==> config.mk <==
export PLATFORM = sky130hd
export DESIGN_NAME = eth_mac_desc_status
export DESIGN_NICKNAME = d
export VERILOG_FILES = /design/src/verilog/eth_desc_pkg.sv /design/src/verilog/eth_mac_desc_status.sv
export SDC_FILE = /design/constraint.sdc
export NUM_CORES = 1
export LEC_CHECK = 0
export BUFFER_PORTS_ARGS = -buffer_cell sky130_fd_sc_hd__buf_4
export CAP_MARGIN = 10
export CORE_UTILIZATION = 55
export DETAILED_ROUTE_END_ITERATION = 6
export PLACE_DENSITY = 0.76
export REMOVE_ABC_BUFFERS = 1
export SYNTH_ARGS = -nofsm -noshare
export SYNTH_HDL_FRONTEND = slang
export SYNTH_SLANG_ARGS = --single-unit
export TNS_END_PERCENT = 30
==> constraint.sdc <==
create_clock -name CLK -period 8.6 [get_ports CLK]
set_input_delay 0 -clock CLK [delete_from_list [all_inputs] [get_ports CLK]]
set_output_delay 0 -clock CLK [all_outputs]
set_load 0.005 [all_outputs]
==> src/verilog/eth_desc_pkg.sv <==
package eth_desc_pkg;
	// register byte offsets
	localparam logic [7:0] ADDR_CTRL = 8'h00;
	localparam logic [7:0] ADDR_TXDESC = 8'h04;
	localparam logic [7:0] ADDR_TXLEN = 8'h08;
	localparam logic [7:0] ADDR_TXSTAT = 8'h0c;
	localparam logic [7:0] ADDR_RXSTAT = 8'h10;
	localparam logic [7:0] ADDR_NATINFO = 8'h14;
	// control register fields
	localparam int CTL_ACCEPT_OVERSIZE = 0;
	localparam int CTL_GOOD_RX_IRQ = 1;
	localparam int CTL_TX_RUN = 2;
	localparam int CTL_SPEED10 = 3;
	localparam int CTL_XLATE_EN = 4;
	localparam int CTL_INSIDE_PORT = 5;
	localparam logic [5:0] CTRL_RESET = 6'h00;
	// descriptor fields
	localparam int OWNER_BIT = 31;
	localparam int TXD_IRQ = 2;
	localparam int TXD_CRC = 1;
	localparam int TXD_PAD = 0;
	// transmit status word fields
	localparam int TS_IRQ = 16;
	localparam int TS_WAITED = 17;
	localparam int TS_DONE = 19;
	localparam int TS_EXCESS = 20;
	localparam int TS_NOCRS = 21;
	localparam int TS_ABORT = 22;
	localparam int TS_LATE = 23;
	localparam int TS_STOP = 24;
	localparam int TS_HOLD = 25;
	localparam int TS_HEART = 26;
	localparam int TS_TALLY = 28;
	// receive status word fields
	localparam int RS_IRQ = 16;
	localparam int RS_CSUM = 17;
	localparam int RS_LONG = 19;
	localparam int RS_GOOD = 20;
	// translation information fields
	localparam int NI_HIT = 0;
	localparam int NI_INSIDE = 1;
	localparam int NI_TCP = 2;
	localparam int NI_UDP = 3;
	localparam int NI_SKIPCS = 4;
	localparam int NI_PPPOE = 5;
	localparam int NI_SHORT = 6;
	localparam int NI_ENTRY = 8;
	localparam int NI_HDROFS = 16;
	localparam int NI_NOMATCH = 20;
	localparam int NI_PROTOERR = 21;
	localparam int NI_CSUMERR = 22;
	localparam int NI_FLAGS = 24;
	// frame figures
	localparam logic [15:0] MAX_FRAME = 16'd1518;
	localparam logic [15:0] MIN_PADDED = 16'd60;
	localparam logic [15:0] CRC_BYTES = 16'd4;
	localparam logic [15:0] LATE_BYTES = 16'd64;
	localparam logic [3:0] TALLY_MAX = 4'hf;
	// timing, clock 40 MHz
	localparam longint CLK_PS = 25000;
	localparam longint DEFER100_PS = 327680000;
	localparam longint DEFER10_PS = 3276800000;
	localparam longint HEART_PS = 1600000;
	localparam int DEFER100_CYC = int'(DEFER100_PS / CLK_PS);
	localparam int DEFER10_CYC = int'(DEFER10_PS / CLK_PS);
	localparam int HEART_CYC = int'(HEART_PS / CLK_PS);
	typedef enum logic [2:0] {
		TX_IDLE = 3'b000,
		TX_DEFER = 3'b001,
		TX_SEND = 3'b010,
		TX_BACKOFF = 3'b011,
		TX_HEART = 3'b100,
		TX_FINISH = 3'b101,
		TX_RELEASE = 3'b110
	} tx_state_e;
endpackage : eth_desc_pkg

==> src/verilog/eth_mac_desc_status.sv <==
// Register access over APB and the register addresses are this design's own decisions.
`timescale 1ns/1ps
`default_nettype none
module eth_mac_desc_status #(
	parameter int DEFER_LIMIT_100 = eth_desc_pkg::DEFER100_CYC,
	parameter int DEFER_LIMIT_10 = eth_desc_pkg::DEFER10_CYC
) (
	input wire logic CLK,
	input wire logic NRST,
	input wire logic PSEL,
	input wire logic PENABLE,
	input wire logic PWRITE,
	input wire logic [7:0] PADDR,
	input wire logic [31:0] PWDATA,
	output logic [31:0] PRDATA,
	output logic PREADY,
	output logic PSLVERR,
	input wire logic TX_CLK,
	input wire logic CRS,
	input wire logic COL,
	input wire logic RX_DV,
	input wire logic RX_ER,
	output logic TX_EN,
	input wire logic PAUSE_REQ,
	input wire logic RX_FRAME_END,
	input wire logic [15:0] RX_FRAME_LEN,
	input wire logic RX_FCS_BAD,
	input wire logic PARSE_HIT,
	input wire logic PARSE_TCP,
	input wire logic PARSE_UDP,
	input wire logic PARSE_CSUM_ZERO,
	input wire logic PARSE_SHORT_PROTO,
	input wire logic PARSE_PPPOE,
	input wire logic [5:0] PARSE_TCP_FLAGS,
	input wire logic [3:0] PARSE_HDR_OFS,
	input wire logic [3:0] PARSE_ENTRY
);
	import eth_desc_pkg::*;

	// pin synchronisers: three stages, a change counts once stages two and three agree
	logic [4:0] pin_raw;
	logic [4:0] sync1_r;
	logic [4:0] sync2_r;
	logic [4:0] sync3_r;
	logic [4:0] pin_r;
	assign pin_raw = {RX_ER, RX_DV, COL, CRS, TX_CLK};
	genvar gi;
	generate
		for (gi = 0; gi < 5; gi++) begin : g_sync
			always_ff @(posedge CLK or negedge NRST) begin
				if (!NRST) begin
					sync1_r[gi] <= 1'b0;
					sync2_r[gi] <= 1'b0;
					sync3_r[gi] <= 1'b0;
					pin_r[gi] <= 1'b0;
				end else begin
					sync1_r[gi] <= pin_raw[gi];
					sync2_r[gi] <= sync1_r[gi];
					sync3_r[gi] <= sync2_r[gi];
					if (sync2_r[gi] == sync3_r[gi]) begin
						pin_r[gi] <= sync3_r[gi];
					end
				end
			end
		end
	endgenerate

	logic tclk_s, crs_s, col_s, rxdv_s, rxer_s;
	assign {rxer_s, rxdv_s, col_s, crs_s, tclk_s} = pin_r;

	// apb decode, used for both the write enable and the unmapped answer
	function automatic logic addr_mapped(input logic [7:0] a);
		addr_mapped = (a == ADDR_CTRL) || (a == ADDR_TXDESC) || (a == ADDR_TXLEN) ||
			(a == ADDR_TXSTAT) || (a == ADDR_RXSTAT) || (a == ADDR_NATINFO);
	endfunction : addr_mapped

	logic setup_ph, wr_en;
	assign setup_ph = PSEL && !PENABLE;
	assign wr_en = PSEL && PENABLE && PREADY && PWRITE && addr_mapped(PADDR);

	// control register
	logic [5:0] ctrl_r;
	always_ff @(posedge CLK or negedge NRST) begin
		if (!NRST) begin
			ctrl_r <= CTRL_RESET;
		end else if (wr_en && PADDR == ADDR_CTRL) begin
			ctrl_r <= PWDATA[5:0];
		end
	end

	// transmit descriptor state
	tx_state_e tx_state_r;
	logic tx_own_r;
	logic [2:0] tx_enbits_r;
	logic [15:0] tx_len_r;
	logic [31:16] tx_stat_r;
	logic tx_ok_r;
	logic tx_start;
	assign tx_start = (tx_state_r == TX_IDLE) && tx_own_r && ctrl_r[CTL_TX_RUN] && !PAUSE_REQ;

	// ownership: software hands over, device gives back only after success
	always_ff @(posedge CLK or negedge NRST) begin
		if (!NRST) begin
			tx_own_r <= 1'b0;
			tx_enbits_r <= 3'h0;
		end else if (wr_en && PADDR == ADDR_TXDESC) begin
			tx_own_r <= PWDATA[OWNER_BIT];
			tx_enbits_r <= PWDATA[2:0];
		end else if (tx_state_r == TX_RELEASE && tx_ok_r) begin
			tx_own_r <= 1'b0;
		end
	end

	always_ff @(posedge CLK or negedge NRST) begin
		if (!NRST) begin
			tx_len_r <= 16'h0000;
		end else if (wr_en && PADDR == ADDR_TXLEN) begin
			tx_len_r <= PWDATA[15:0];
		end
	end

	// bytes on the wire: padding lifts short frames, crc adds four
	logic [15:0] padded_len, wire_len;
	always_comb begin
		padded_len = tx_len_r;
		if (tx_enbits_r[TXD_PAD] && tx_len_r < MIN_PADDED) begin
			padded_len = MIN_PADDED;
		end
		wire_len = tx_enbits_r[TXD_CRC] ? padded_len + CRC_BYTES : padded_len;
	end

	// tx clock edge seen through the synchroniser; mii moves a nibble per edge
	logic tclk_prev_r;
	always_ff @(posedge CLK or negedge NRST) begin
		if (!NRST) begin
			tclk_prev_r <= 1'b0;
		end else begin
			tclk_prev_r <= tclk_s;
		end
	end
	logic tclk_rise;
	assign tclk_rise = tclk_s && !tclk_prev_r;

	logic [19:0] defer_cnt_r;
	logic [19:0] defer_lim;
	logic [15:0] byte_cnt_r;
	logic half_r, crs_seen_r, heart_seen_r;
	logic [6:0] heart_cnt_r;
	assign defer_lim = ctrl_r[CTL_SPEED10] ? 20'(DEFER_LIMIT_10) : 20'(DEFER_LIMIT_100);

	// transmit sequencer and its status word
	always_ff @(posedge CLK or negedge NRST) begin
		if (!NRST) begin
			tx_state_r <= TX_IDLE;
			tx_stat_r <= 16'h0000;
			tx_ok_r <= 1'b0;
			TX_EN <= 1'b0;
			defer_cnt_r <= 20'h00000;
			byte_cnt_r <= 16'h0000;
			half_r <= 1'b0;
			crs_seen_r <= 1'b0;
			heart_seen_r <= 1'b0;
			heart_cnt_r <= 7'h00;
		end else begin
			unique case (tx_state_r)
				TX_IDLE: begin
					if (tx_own_r && !ctrl_r[CTL_TX_RUN]) begin
						tx_stat_r[TS_STOP] <= 1'b1;
					end
					if (tx_own_r && ctrl_r[CTL_TX_RUN] && PAUSE_REQ) begin
						tx_stat_r[TS_HOLD] <= 1'b1;
					end
					if (tx_start) begin
						tx_stat_r <= 16'h0000; // fresh word per frame
						tx_ok_r <= 1'b0;
						defer_cnt_r <= 20'h00000;
						tx_state_r <= TX_DEFER;
					end
				end
				TX_DEFER: begin
					if (crs_s) begin
						tx_stat_r[TS_WAITED] <= 1'b1;
						if (defer_cnt_r >= defer_lim) begin
							tx_stat_r[TS_EXCESS] <= 1'b1;
						end else begin
							defer_cnt_r <= defer_cnt_r + 20'h00001;
						end
					end else begin
						TX_EN <= 1'b1;
						byte_cnt_r <= 16'h0000;
						half_r <= 1'b0;
						crs_seen_r <= 1'b0;
						tx_state_r <= TX_SEND;
					end
				end
				TX_SEND: begin
					if (crs_s) begin
						crs_seen_r <= 1'b1;
					end
					if (col_s) begin
						TX_EN <= 1'b0;
						if (byte_cnt_r >= LATE_BYTES) begin
							tx_stat_r[TS_LATE] <= 1'b1;
							tx_state_r <= TX_FINISH;
						end else if (tx_stat_r[31:28] == TALLY_MAX) begin
							tx_stat_r[31:28] <= TALLY_MAX;
							tx_stat_r[TS_ABORT] <= 1'b1;
							tx_state_r <= TX_FINISH;
						end else begin
							tx_stat_r[31:28] <= tx_stat_r[31:28] + 4'h1;
							tx_state_r <= TX_BACKOFF;
						end
					end else if (byte_cnt_r == wire_len) begin
						TX_EN <= 1'b0;
						tx_stat_r[TS_NOCRS] <= !crs_seen_r;
						heart_cnt_r <= 7'h00;
						heart_seen_r <= 1'b0;
						tx_state_r <= TX_HEART;
					end else if (tclk_rise) begin
						half_r <= !half_r;
						if (half_r) begin
							byte_cnt_r <= byte_cnt_r + 16'h0001;
						end
					end
				end
				TX_BACKOFF: begin
					// retry without refetch once the collision has cleared
					if (!col_s) begin
						defer_cnt_r <= 20'h00000;
						tx_state_r <= TX_DEFER;
					end
				end
				TX_HEART: begin
					if (col_s) begin
						heart_seen_r <= 1'b1;
					end
					if (heart_cnt_r == 7'(HEART_CYC - 1)) begin
						tx_stat_r[TS_HEART] <= !(heart_seen_r || col_s);
						tx_ok_r <= 1'b1;
						tx_state_r <= TX_FINISH;
					end else begin
						heart_cnt_r <= heart_cnt_r + 7'h01;
					end
				end
				TX_FINISH: begin
					tx_stat_r[TS_DONE] <= 1'b1;
					tx_stat_r[TS_IRQ] <= tx_enbits_r[TXD_IRQ];
					tx_state_r <= TX_RELEASE;
				end
				TX_RELEASE: begin
					tx_state_r <= TX_IDLE;
				end
				default: begin
					tx_state_r <= TX_IDLE;
				end
			endcase
		end
	end

	// phy receive error latched across the frame, cleared at its end
	logic rxer_seen_r;
	always_ff @(posedge CLK or negedge NRST) begin
		if (!NRST) begin
			rxer_seen_r <= 1'b0;
		end else if (RX_FRAME_END) begin
			rxer_seen_r <= 1'b0;
		end else if (rxdv_s && rxer_s) begin
			rxer_seen_r <= 1'b1;
		end
	end

	// receive status computed at frame end
	logic rx_long, rx_csum, rx_good;
	assign rx_long = RX_FRAME_LEN > MAX_FRAME && !ctrl_r[CTL_ACCEPT_OVERSIZE];
	assign rx_csum = RX_FCS_BAD || rxer_seen_r || (rxdv_s && rxer_s);
	assign rx_good = !rx_long && !rx_csum;

	logic rx_own_r;
	logic rx_release_r;
	logic [23:16] rx_stat_r;
	logic [15:0] rx_len_r;
	logic rx_take;
	assign rx_take = RX_FRAME_END && rx_own_r && !rx_release_r;
	always_ff @(posedge CLK or negedge NRST) begin
		if (!NRST) begin
			rx_stat_r <= 8'h00;
			rx_len_r <= 16'h0000;
			rx_release_r <= 1'b0;
		end else begin
			rx_release_r <= rx_take && rx_good;
			if (rx_take) begin
				rx_len_r <= RX_FRAME_LEN;
				rx_stat_r <= 8'h00;
				rx_stat_r[RS_LONG] <= rx_long;
				rx_stat_r[RS_CSUM] <= rx_csum;
				rx_stat_r[RS_GOOD] <= rx_good;
				rx_stat_r[RS_IRQ] <= !rx_good || ctrl_r[CTL_GOOD_RX_IRQ];
			end
		end
	end

	// owner returns to software the cycle after the status write-back of a good frame
	always_ff @(posedge CLK or negedge NRST) begin
		if (!NRST) begin
			rx_own_r <= 1'b0;
		end else if (wr_en && PADDR == ADDR_RXSTAT) begin
			rx_own_r <= PWDATA[OWNER_BIT];
		end else if (rx_release_r) begin
			rx_own_r <= 1'b0;
		end
	end

	// translation information, all zero for frames taken while translation is off
	logic [29:0] nat_r;
	always_ff @(posedge CLK or negedge NRST) begin
		if (!NRST) begin
			nat_r <= 30'h00000000;
		end else if (rx_take) begin
			nat_r <= 30'h00000000;
			if (ctrl_r[CTL_XLATE_EN]) begin
				nat_r[NI_HIT] <= PARSE_HIT;
				nat_r[NI_INSIDE] <= PARSE_HIT && ctrl_r[CTL_INSIDE_PORT];
				nat_r[NI_TCP] <= PARSE_TCP;
				nat_r[NI_UDP] <= PARSE_UDP;
				nat_r[NI_SKIPCS] <= PARSE_UDP && PARSE_CSUM_ZERO;
				nat_r[NI_PPPOE] <= PARSE_PPPOE;
				nat_r[NI_SHORT] <= PARSE_SHORT_PROTO;
				nat_r[NI_ENTRY +: 4] <= PARSE_HIT ? PARSE_ENTRY : 4'h0;
				nat_r[NI_HDROFS +: 4] <= PARSE_HIT ? PARSE_HDR_OFS : 4'h0;
				nat_r[NI_NOMATCH] <= !PARSE_HIT;
				nat_r[NI_PROTOERR] <= PARSE_TCP && PARSE_UDP;
				nat_r[NI_CSUMERR] <= PARSE_TCP && PARSE_UDP && PARSE_CSUM_ZERO;
				nat_r[NI_FLAGS +: 6] <= (PARSE_HIT && PARSE_TCP) ? PARSE_TCP_FLAGS : 6'h00;
			end
		end
	end

	// read mux
	logic [31:0] rd_val;
	always_comb begin
		rd_val = 32'h00000000;
		unique case (PADDR)
			ADDR_CTRL: rd_val = {26'h0000000, ctrl_r};
			ADDR_TXDESC: rd_val = {tx_own_r, 28'h0000000, tx_enbits_r};
			ADDR_TXLEN: rd_val = {16'h0000, tx_len_r};
			ADDR_TXSTAT: rd_val = {tx_stat_r, 16'h0000};
			ADDR_RXSTAT: rd_val = {rx_own_r, 7'h00, rx_stat_r, rx_len_r};
			ADDR_NATINFO: rd_val = {2'h0, nat_r};
			default: rd_val = 32'h00000000;
		endcase
	end

	// apb answer: ready in the first access cycle, data loaded at setup
	always_ff @(posedge CLK or negedge NRST) begin
		if (!NRST) begin
			PREADY <= 1'b0;
			PSLVERR <= 1'b0;
			PRDATA <= 32'h00000000;
		end else begin
			PREADY <= setup_ph;
			PSLVERR <= setup_ph && !addr_mapped(PADDR);
			if (setup_ph && !PWRITE) begin
				PRDATA <= rd_val;
			end
		end
	end
endmodule : eth_mac_desc_status
`default_nettype wire

==> results of run 1 <==
==> layer usage <==
metal	vias up	track usage
met2	275	0.470
met1	4070	0.375
met3	49	0.0541
li1	3878	-
met4	0	0.0968
met5	-	0
==> path summary, 6_finish.rpt <==
path                                        to          from  slack (ns)  depth (start not counted)
worst max-delay path            byte_cnt_r[10]  tx_len_r[11]        4.77                         11
worst min-delay path                PRDATA[11]      PADDR[2]        0.07                          3
worst max register to register  byte_cnt_r[10]  tx_len_r[11]        4.77                         11
worst min register to register      sync2_r[3]    sync1_r[3]        0.36                          0
max in group asynchronous       tx_enbits_r[1]          NRST        6.81                          3
min in group asynchronous           sync3_r[0]          NRST        0.26                          2
==> logic make-up (layout without fill, tap and decap cells) <==
logic type / after synthesis / in the layout
AO/OA/AOI/OAI: 237 / 237
XOR/XNOR: 22 / 22
adder cells (fa/ha/maj): 24 / 24
buffers and inverters: 84 / 240
flip-flops: 193 / 193
multiplexers: 46 / 46
AND/OR/NAND/NOR: 385 / 385
==> flip-flops by register name (all words and copies together), names as in the netlist, 3 cells and up <==
signal,cells
nat_r,24
PRDATA,32
byte_cnt_r,16
sync1_r,5
tx_enbits_r,3
rx_stat_r,4
tx_len_r,16
sync3_r,5
heart_cnt_r,7
defer_cnt_r,20
sync2_r,5
rx_len_r,16
ctrl_r,6
tx_stat_r,14
tx_state_r,3
==> worst max-delay path, cell delays in order (launching register included) <==
cell       delay [ns]
dfrtp_1          0.52
nor4b_1          0.46
a31oi_1          0.21
inv_1            0.09
ha_1             0.14
nand2_1          0.12
or4_1            0.49
o21ai_0          0.34
o2111ai_4        0.23
nor3_4           0.72
nor3_1           0.15
o22a_1           0.23
==> per-stage QoR <==
stage          std cells  area, um^2
2_1_floorplan        933        9480
3_3_place_gp        1269       10600
3_5_place_dp        1269       10600
4_1_cts             1370       11900
5_1_grt             1372       11900
6_report            1372       11900
==> area by class of cell <==
class	count	area [um^2]
fill	1311	5360
timing repair buffer	182	1540
tap	225	282
multi-input combinational	714	4560
inverter	26	97.6
clock buffer	17	425
sequential	193	4830
clock inverter	15	200
==> where the power goes <==
group	switching, W	internal [W]	leakage (nW)
Combinational	0.000116	0.000110	2.79
Clock	0.000417	0.000404	0.303
Sequential	0.0000456	0.000948	2.57
==> placed cells by master, fill, tap and decap left out, types with 8 or more instances in the layout <==
cell           instances
mux2i_1               18
a31oi_1               14
inv_1                 26
a21oi_1               38
buf_4                111
xnor2_1               14
nand3_1               38
mux2_2                28
a22oi_1               24
o21ai_0               52
nor3_1                24
dfrtp_1              193
and2_1                10
nand2_1              145
nand2b_1              15
nor2_1                63
dlygate4sd3_1         69
a22o_1                20
or3_1                  8
nand4_1               15
ha_1                  19
xor2_1                 8
clkbuf_16             17
a21o_1                14
and3_1                23
==> results.md, run 1 <==
- Worst Path Arrival: roughly 4.2 ns
- Hpwl dp: 16000 um
- Synthesized area: between 0.009 and 0.01 mm^2
- Setup TNS: 0 ns
- Iteration-0 DRC Markers: 610
- Critical Path End Type: flop
- Slew Limit Headroom: 0.313
- Tmin final: 3.83 ns
- Most frequent cells after synthesis: dfrtp_1, nand2_1, nor2_1
- GPL Wtd Cong: roughly 0.85
- Routed vias: 8272
- H-tree Lvls: 4
- WL per Instance: ~18 um
- Max Clock Skew: about 0.016 ns
- Worst-case clock buffer depth: 2
- Post-synth top flop: dfrtp_1
- Post-synth EDFFs: 0
- Fin. Hold Viols: 0
- Peak VDD IR: between 0.00015 and 0.0002 V
- Slew @ Worst Pin: 1.03 ns
- Post-Synth Simple-Gate Area: 0.195
- Core region area: 0.0173 mm^2
- Total Wirelength: 24600 um
- Overflow after GRT: 0
- Synth unique cells: 79
- Initial antenna violation count: 0
- Largest family of logic cells by synthesized area: simple AND/OR/NAND/NOR gates
- Remaining DRCs: 0
- Rows: 48
- Share of post-route cells with drive strength above 1: 0.180
- PnR Total Power: 0.00204 W
- Post-Synth XOR/XNOR Area: 0.0198
- Vias in the first global route: between 8000 and 9000
- #FFs+latches synth: 193
- Layout overhead on the synthesized area: 22.6%
- Clock transition at path regs: 0.09 ns
- Num CTS Buffers: 17
- Yosys warning count: 0
- Post-synth top area share: 0.496
- Max layer used: met4
- Die height: 135 um
- Post-CTS sizing: 0
- Total global-route track usage: 0.284
- Worst Hold Class: in2reg
- Worst skew pair latency: 0.45 ns
- Achievable Freq: 0.261 GHz
- Most common cell in the netlist: dfrtp_1
- Syn Inst Count: 991
- Setup Fix Bufs, Post-CTS: 0
- Area leader, netlist: dfrtp_1
- Post-Place Setup Slack: 4.81 ns
- Final Setup Violations: 0
- Post-Synth Adder-Cell Area: 0.0295
- Worst Setup Start Kind: flop
- Leakage power: 5.66 nW
- Multiplexer share of the synthesized area: 0.0509
- Die area: around 0.018 mm^2
- Final core occ: 0.690
- Initial Util: 0.563
- P per Cell Area: ~170 mW/mm^2
- Final period utilization: 0.445
- Detail-routed via count per cell: 6.03
- Hold_buf cts: 69
- Die X: 135 um
- 1st-pass router iterations: 5
- Final worst setup slack: 4.77 ns
- N_diodes: 0
- Critical path peak fanout: 22
- MaxCap Viol Count: 0
- CTS tree: done
- Sink Count: 193
- Met3 routed WL: 1270 um
- Req. time, crit path: 8.93 ns
- Metal1 wirelength: around 11000 um
- NumNets Final: 1242
- DR WL met2: 12000 um
- Final worst hold slack: between 0.06 and 0.07 ns
- First-pass GRT wire length: 40600 um
- ANT nets after route: 0
- Async SR Flop Fraction: 1.00
- Synth Area in Compound Gates: 0.172
- Root Buffer Master: clkbuf_16
- Syn Area/Cell: 9.83 um^2
- Largest net degree at the start of global routing: between 100 and 150
- Outcome: complete, no violations
- RSZ-0062 raised after global routing: false
- Seq/Total Area, Yosys: 0.496
- Slew Limit Fails: 0
- Synth area leaders: dfrtp_1, nand2_1, mux2_2
- IO Count: 124
- Port bufs: roughly 110
- Crit path kind: reg2reg
(Power assumes the default switching activity.)
==> run 2, diff against run 1 <==
clock period = 4 ns   (was 8.6 ns; I/O delays follow)
==> run 2 against run 1 <==
  * Routed wire length up 1.7%
  * Setup slack lost 4.3 ns
  * Final cell count rose by 0.36%
  * Clock skew grew 0.0045 ns
  * Sequential power grew 120%
  * Register-to-register slack got worse by 4.3 ns
  * Critical path type unchanged
  * Core utilization rose by 0.25 points
  * Maximum frequency grew 7.6%
  * Combinational power increased by 120%
  * Non-clock buffer count is 5 higher
==> results.md, run 2 (same netlist as run 1, synthesis figures left out) <==
- Peak VDD IR: 0.000365 V (+140%)
- Final worst hold slack: 0.0628 ns (-0.00702 ns)
- Rows: 48 (unchanged)
- Critical path buffers and inverters: 1 (unchanged)
- # fillers: 1301 (-0.76%)
- R2R Path Start: tx_len_r[6]
- CTS tree: done
- Iteration-0 DRC Markers: 707 (+16%)
- Share of post-route cells with drive strength above 1: 0.184 (+0.00443)
- Worst skew pair latency: 0.44 ns (about the same)
- PnR Total Power: 0.00438 W (+110%)
- Worst-case clock buffer depth: 2 (unchanged)
- Post-CTS sizing: 0 (unchanged)
- First-pass GRT wire length: 41400 um (+2.1%)
- Tmin final: 3.56 ns (-0.269 ns)
- Max Clock Skew: 0.0206 ns (+0.00449 ns)
- Worst hold path endpoint: PSLVERR
- Leakage power: 5.68 nW (+0.47%)
- Int Power: 0.00314 W (+110%)
- Sink Count: 193 (unchanged)
- Die height: 135 um (unchanged)
- Total Wirelength: 25000 um (+1.7%)
- Final worst setup slack: 0.440 ns (-4.33 ns)
- Layout overhead on the synthesized area: 23.0%
- Req. time, crit path: 4.33 ns (-4.60 ns)
- CP max stage cell: dfrtp_1
- Port bufs: 108 (unchanged)
- Final period utilization: 0.890 (+0.445)
- Reg2reg setup slack: 0.44 ns (-4.33 ns)
- Achievable Freq: 0.281 GHz (+7.6%)
- Initial antenna violation count: 0 (unchanged)
- Detail-routed via count per cell: 6.04 (+0.11%)
- H-tree Lvls: 4 (unchanged)
- Register area: 0.00483 mm^2 (unchanged)
- Die area: 0.0182 mm^2 (unchanged)
- Setup TNS: 0 ns (unchanged)
- Outcome: complete, no violations
- Worst R2R End: tx_state_r[1]
- Final core occ: 0.693 (+0.00246)
- Core region area: 0.0173 mm^2 (unchanged)
- Overflow after GRT: 0 (unchanged)
- Hold path startpoint: PADDR[6]
- Gate power share: 0.111 (about the same)
- 1st-pass router iterations: 5 (unchanged)
- Slew Limit Headroom: 0.306 (-0.00713)
- Initial Util: 0.563 (unchanged)
- Clock network fraction of total power: 0.401 (about the same)
- Sequential share of power: 0.488 (about the same)
- NetSw: 0.00124 W (+110%)
- Area occupied by multi-input gates: 0.00456 mm^2 (unchanged)
- Worst Setup Start Kind: flop
- Root Buffer Master: clkbuf_16
- Fin. Hold Viols: 0 (unchanged)
- Worst Path Arrival: 3.89 ns (-0.27 ns)
- IO Count: 124 (unchanged)
- Final Setup Violations: 0 (unchanged)
- Vias in the first global route: 8336 (+3.2%)
- Hold depth: 4 (+1)
- Post-Place Setup Slack: 0.479 ns (-4.33 ns)
- CP Cell Sequence: nor4_1, a31oi_1, inv_1, ha_1, nand2_1, or4_1, o21ai_0, o2111ai_4, nor2_2, nor2_1, a211o_1
- Commonest cells after routing, fill and taps aside: dfrtp_1, nand2_1, buf_4
- Register with the most flip-flops: PRDATA
- Crit path kind: reg2reg
- Critical path's top delay family: simple AND/OR/NAND/NOR gates
- Switch share: 0.283 (-0.000529)
- Critical path peak fanout: 11 (-50%)
- Max reg flops: 32 (unchanged)
- Total global-route track usage: 0.291 (+0.00704)
- ANT nets after route: 0 (unchanged)
- Commonest non-fill, non-tap cell in the layout: dfrtp_1
- MaxCap Viol Count: 0 (unchanged)
- Slowest cell delay on critical path: 0.52 ns (-0.20 ns)
- N_diodes: 0 (unchanged)
- Routed vias: 8311 (+0.47%)
- Slew @ Worst Pin: 1.04 ns (+0.0107 ns)
- Die X: 135 um (unchanged)
- Remaining DRCs: 0 (unchanged)
- Clock transition at path regs: 0.08 ns (about the same)
- Largest regs: PRDATA (32), nat_r (24), defer_cnt_r (20)
- Reg2Reg Depth: 11 (unchanged)
- Hpwl dp: 16000 um (about the same)
- GPL Wtd Cong: 0.860 (+1.2%)
- RSZ-0062 raised after global routing: false
- Slew Limit Fails: 0 (unchanged)
- Num CTS Buffers: 17 (unchanged)
- NumNets Final: 1247 (+0.40%)
- Worst Hold Class: in2reg
- Largest net degree at the start of global routing: 112 (-2.6%)
- Critical Path End Type: flop
- WL per Instance: 18.2 um (+1.3%)
- P per Cell Area: 366 mW/mm^2 (+110%)
[run 2: per-layer routing]
| metal | part of all wire | wire length (um) | up-vias | track usage |
|---|---|---|---|---|
| li1 | - | - | 3873 | - |
| met1 | 0.44 | 10900 | 4109 | 0.384 |
| met2 | 0.49 | 12200 | 286 | 0.481 |
| met3 | 0.054 | 1360 | 43 | 0.0548 |
| met4 | 0.022 | 550 | 0 | 0.104 |
| met5 | 0 | 0 | - | 0 |
[run 2: worst register-to-register path, delay by kind of cell, from the launching register on]
kind	cells	cell delay, ns
adder cells (fa/ha/maj)	1	0.14
AND/OR/NAND/NOR	5	1.65
AO/OA/AOI/OAI	4	1.04
buffers and inverters	1	0.10
flip-flops	1	0.52
[run 2: power groups by stage]
stage	Sequential, W	Clock [W]	Combinational (W)
2_1_floorplan	0.00214	0	0.000255
3_3_place_gp	0.00217	0	0.000413
3_5_place_dp	0.00217	0	0.000429
4_1_cts	0.00214	0.00177	0.000483
5_1_grt	0.00215	0.00186	0.000545
6_report	0.00214	0.00176	0.000488
[run 2: area by class of cell]
| type | count | area share |
|---|---|---|
| tap | 225 | 0.0235 |
| sequential | 193 | 0.403 |
| multi-input combinational | 714 | 0.381 |
| inverter | 26 | 0.00815 |
| clock inverter | 15 | 0.0161 |
| timing repair buffer | 187 | 0.133 |
| clock buffer | 17 | 0.0355 |
[run 2: how the worst max path moves through the flow]
stage | from | end | slack (ns) | depth (start not counted)
floorplan | tx_len_r[12] | byte_cnt_r[11] | 0.74 | 12
global placement | tx_len_r[11] | tx_state_r[1] | 0.55 | 11
detailed placement | tx_len_r[6] | tx_state_r[1] | 0.48 | 11
CTS | tx_len_r[6] | tx_state_r[1] | 0.46 | 11
global route | tx_len_r[11] | tx_state_r[1] | 0.1 | 11
finish | tx_len_r[6] | tx_state_r[1] | 0.44 | 11
[run 2: metrics by stage]
stage / area (um^2) / instances
3_5_place_dp: 10700 / 1277
6_report: 12000 / 1377
4_1_cts: 12000 / 1377
5_1_grt: 12000 / 1377
3_3_place_gp: 10700 / 1277
2_1_floorplan: 9480 / 933
[run 2: repair_timing]
item / in CTS / in global routing
hold buffers: 68 / 0
hold endpoints to repair: 193 / 0
buffers inserted: 0 / 0
endpoints found under the setup margin: 0 / 0
==> run 3, diff against run 2 <==
ABC_AREA = 1   (was not set)
CORE_MARGIN = 5   (was not set)
==> run 3 against run 2 <==
  * Power up 8.2%
  * Sequential power about the same
  * First-iteration DRC count up 4.5%
  * Final cell count up 19%
  * Via count up 9.9%
  * Critical endpoint is now byte_cnt_r[7]
  * Largest power group unchanged
  * Area after synthesis up 2.5%
  * Combinational power up 75%
  * Sequential share of layout area down 1.4 points
  * Sequential cell count unchanged
  * Worst hold slack better by 0.050 ns
  * Critical path type unchanged
==> results.md, run 3 <==
- NetSw: 0.00156 W (+26%)
- Final core occ: 0.692 (about the same)
- Reg2reg setup slack: 1.0 ns (+0.56 ns)
- Syn Area/Cell: 8.15 um^2 (-17%)
- Layout overhead on the synthesized area: 24.2%
- Post-synth EDFFs: 0 (unchanged)
- Core region area: 0.0179 mm^2 (+3.5%)
- Switch share: 0.330 (+0.0466)
- Commonest cells after routing, fill and taps aside: nand2_1, dfrtp_1, inv_1
- Setup Fix Bufs, Post-CTS: 0 (unchanged)
- Register with the most flip-flops: PRDATA
- Post-synth top flop: dfrtp_1
- Setup TNS: 0 ns (unchanged)
- Initial antenna violation count: 0 (unchanged)
- Syn Inst Count: 1224 (+24%)
- Commonest non-fill, non-tap cell in the layout: nand2_1
- Final Setup Violations: 0 (unchanged)
- #FFs+latches synth: 193 (unchanged)
- First-pass GRT wire length: 44200 um (+6.7%)
- Slew @ Worst Pin: 0.930 ns (-0.112 ns)
- Max reg flops: 32 (unchanged)
- GPL Wtd Cong: 0.889 (+3.4%)
- Slew Limit Fails: 0 (unchanged)
- IO Count: 124 (unchanged)
- Final period utilization: 0.751 (-0.139)
- Worst hold path endpoint: tx_enbits_r[2]
- Routed vias: 9133 (+9.9%)
- Area occupied by multi-input gates: 0.00434 mm^2 (-4.8%)
- Int Power: 0.00318 W (+1.2%)
- Async SR Flop Fraction: 1.00 (unchanged)
- Hpwl dp: 17700 um (+11%)
- Iteration-0 DRC Markers: 739 (+4.5%)
- Largest net degree at the start of global routing: 110 (-1.8%)
- Worst Setup Start Kind: flop
- Die height: 145 um (+7.1%)
- P per Cell Area: 383 mW/mm^2 (+4.6%)
- Worst skew pair latency: 0.45 ns (about the same)
- Total Wirelength: 26500 um (+5.7%)
- Fin. Hold Viols: 0 (unchanged)
- Tmin final: 3.00 ns (-0.556 ns)
- Sequential share of power: 0.447 (-0.041)
- Achievable Freq: 0.333 GHz (+19%)
- Synth unique cells: 55 (-30%)
- Final Cell Area: 0.0124 mm^2 (+3.5%)
- Critical Path End Type: flop
- H-tree Lvls: 4 (unchanged)
- Gate power share: 0.180 (+0.069)
- Register area: 0.00483 mm^2 (unchanged)
- Remaining DRCs: 0 (unchanged)
- Synth area leaders: dfrtp_1, nand2_1, inv_1
- Die X: 145 um (+7.1%)
- 1st-pass router iterations: 6 (+1)
- Hold depth: 4 (unchanged)
- Detail-routed via count per cell: 5.57 (-7.7%)
- Seq/Total Area, Yosys: 0.484 (-0.0119)
- R2R Path Start: tx_len_r[13]
- Vias in the first global route: 9082 (+8.9%)
- Share of post-route cells with drive strength above 1: 0.125 (-0.0586)
- Yosys warning count: 0 (unchanged)
- Worst-case clock buffer depth: 2 (unchanged)
- Sink Count: 193 (unchanged)
- Most common cell in the netlist: nand2_1
- Reg2Reg Depth: 18 (+7)
- Area leader, netlist: dfrtp_1
- WL per Instance: 16.1 um (-11%)
- Worst Path Arrival: 3.38 ns (-0.51 ns)
- CTS tree: done
- Crit path kind: reg2reg
- Total global-route track usage: 0.263 (-0.0283)
- Max Clock Skew: 0.0151 ns (-0.00542 ns)
- Rows: 49 (+2.1%)
- Req. time, crit path: 4.38 ns (+0.05 ns)
- ANT nets after route: 0 (unchanged)
- Most frequent cells after synthesis: nand2_1, dfrtp_1, inv_1
- MaxCap Viol Count: 0 (unchanged)
- Root Buffer Master: clkbuf_16
- Critical path peak fanout: 19 (+8)
- # fillers: 1363 (+4.8%)
- Post-synth top area share: 0.484 (-0.0119)
- Clock network fraction of total power: 0.373 (-0.028)
- Initial Util: 0.558 (-0.00570)
- Largest regs: PRDATA (32), nat_r (24), defer_cnt_r (20)
- N_diodes: 0 (unchanged)
- Outcome: complete, no violations
- Slew Limit Headroom: 0.379 (+0.0729)
- Peak VDD IR: 0.000396 V (+8.6%)
- NumNets Final: 1506 (+21%)
- RSZ-0062 raised after global routing: false
- Hold path startpoint: PADDR[4]
- Worst Hold Class: in2reg
- Synthesized area: 0.00998 mm^2 (+2.5%)
- Area post-placement: 0.0109 mm^2 (+2.5%)
- Worst R2R End: byte_cnt_r[7]
- Clock transition at path regs: 0.08 ns (about the same)
- Die area: 0.0209 mm^2 (+15%)
- Num CTS Buffers: 17 (unchanged)
- Port bufs: 108 (unchanged)
- Overflow after GRT: 0 (unchanged)
- Leakage power: 5.95 nW (+4.6%)
run 3: cell count changes after synthesis, moves of 24 or more:
cell	delta
mux2_2	-26
inv_1	+129
nand4_1	+28
o22ai_1	+27
o21ai_0	+28
clkbuf_1	-24
nor2_1	+45
nand2_1	+144
run 3: power groups by stage:
stage	Clock [W]	Combinational [W]	Sequential, W
detailed placement	0	0.000781	0.00216
floorplan	0	0.000477	0.00213
global route	0.00187	0.000951	0.00213
CTS	0.00179	0.000846	0.00212
finish	0.00177	0.000855	0.00212
global placement	0	0.000766	0.00215
run 3: layout make-up:
class                      instances  share of cell area
clock inverter                    15              0.0166
inverter                         161              0.0487
sequential                       193               0.390
clock buffer                      17              0.0343
timing repair buffer             197               0.137
tap                              229              0.0231
multi-input combinational        828               0.350
run 3: logic make-up (layout without fill, tap and decap cells):
kind of cell / after synthesis / count (layout) / share of synthesized area
fa+ha+maj: 24 / 24 / 0.0288
xor+xnor: 38 / 38 / 0.0333
compound gates: 197 / 197 / 0.116
buf+inv: 203 / 390 / 0.0810
simple gates: 567 / 567 / 0.254
flops: 193 / 193 / 0.484
mux: 2 / 2 / 0.00226
run 3: worst max-delay path by stage:
| stage | start | to | slack [ns] | cells past startpoint |
|---|---|---|---|---|
| 3_5_place_dp | tx_len_r[10] | byte_cnt_r[2] | 1.03 | 18 |
| 6_report | tx_len_r[13] | byte_cnt_r[7] | 1.0 | 18 |
| 3_3_place_gp | tx_len_r[10] | byte_cnt_r[9] | 1.07 | 18 |
| 2_1_floorplan | ctrl_r[3] | defer_cnt_r[5] | 1.45 | 13 |
| 4_1_cts | tx_len_r[10] | byte_cnt_r[2] | 1.01 | 18 |
| 5_1_grt | tx_len_r[10] | byte_cnt_r[7] | 0.66 | 18 |
run 3: metal layers:
| metal | track usage | vias up | wire (um) |
|---|---|---|---|
| li1 | - | 4386 | - |
| met1 | 0.354 | 4386 | 11400 |
| met2 | 0.433 | 300 | 12900 |
| met3 | 0.0460 | 61 | 1500 |
| met4 | 0.0943 | 0 | 682 |
| met5 | 0 | - | 0 |
run 3: timing repair:
| item | in CTS | in global routing |
|---|---|---|
| resized for setup | 0 | 0 |
| endpoints found under the hold margin | 196 | 0 |
| hold buffers | 82 | 0 |
run 3: critical path: stages (launching register included):
cell	delay, ns
dfrtp_1	0.46
nor2_1	0.13
nand2_1	0.07
nor2_2	0.15
nand2_4	0.13
nand2_2	0.10
ha_1	0.27
nand2_1	0.09
xor2_1	0.16
nand3b_1	0.15
nand2_1	0.07
nand2_1	0.06
nor3_2	0.09
nand2_1	0.10
nor2_4	0.11
nand4_4	0.31
nand3_4	0.30
nand2_1	0.08
nand2_1	0.07
run 3: stage by stage:
stage | power [W] | worst slack (ns) | cells | hold WS (ns)
after CTS | 0.00475 | 1.01 | 1640 | 0.0962
after global routing | 0.00495 | 0.660 | 1640 | 0.131
after detailed placement | 0.00294 | 1.03 | 1526 | 0.112
after global placement | 0.00292 | 1.07 | 1526 | 0.110
final | 0.00474 | 0.996 | 1640 | 0.113
after floorplan | 0.00261 | 1.45 | 1182 | -0.296
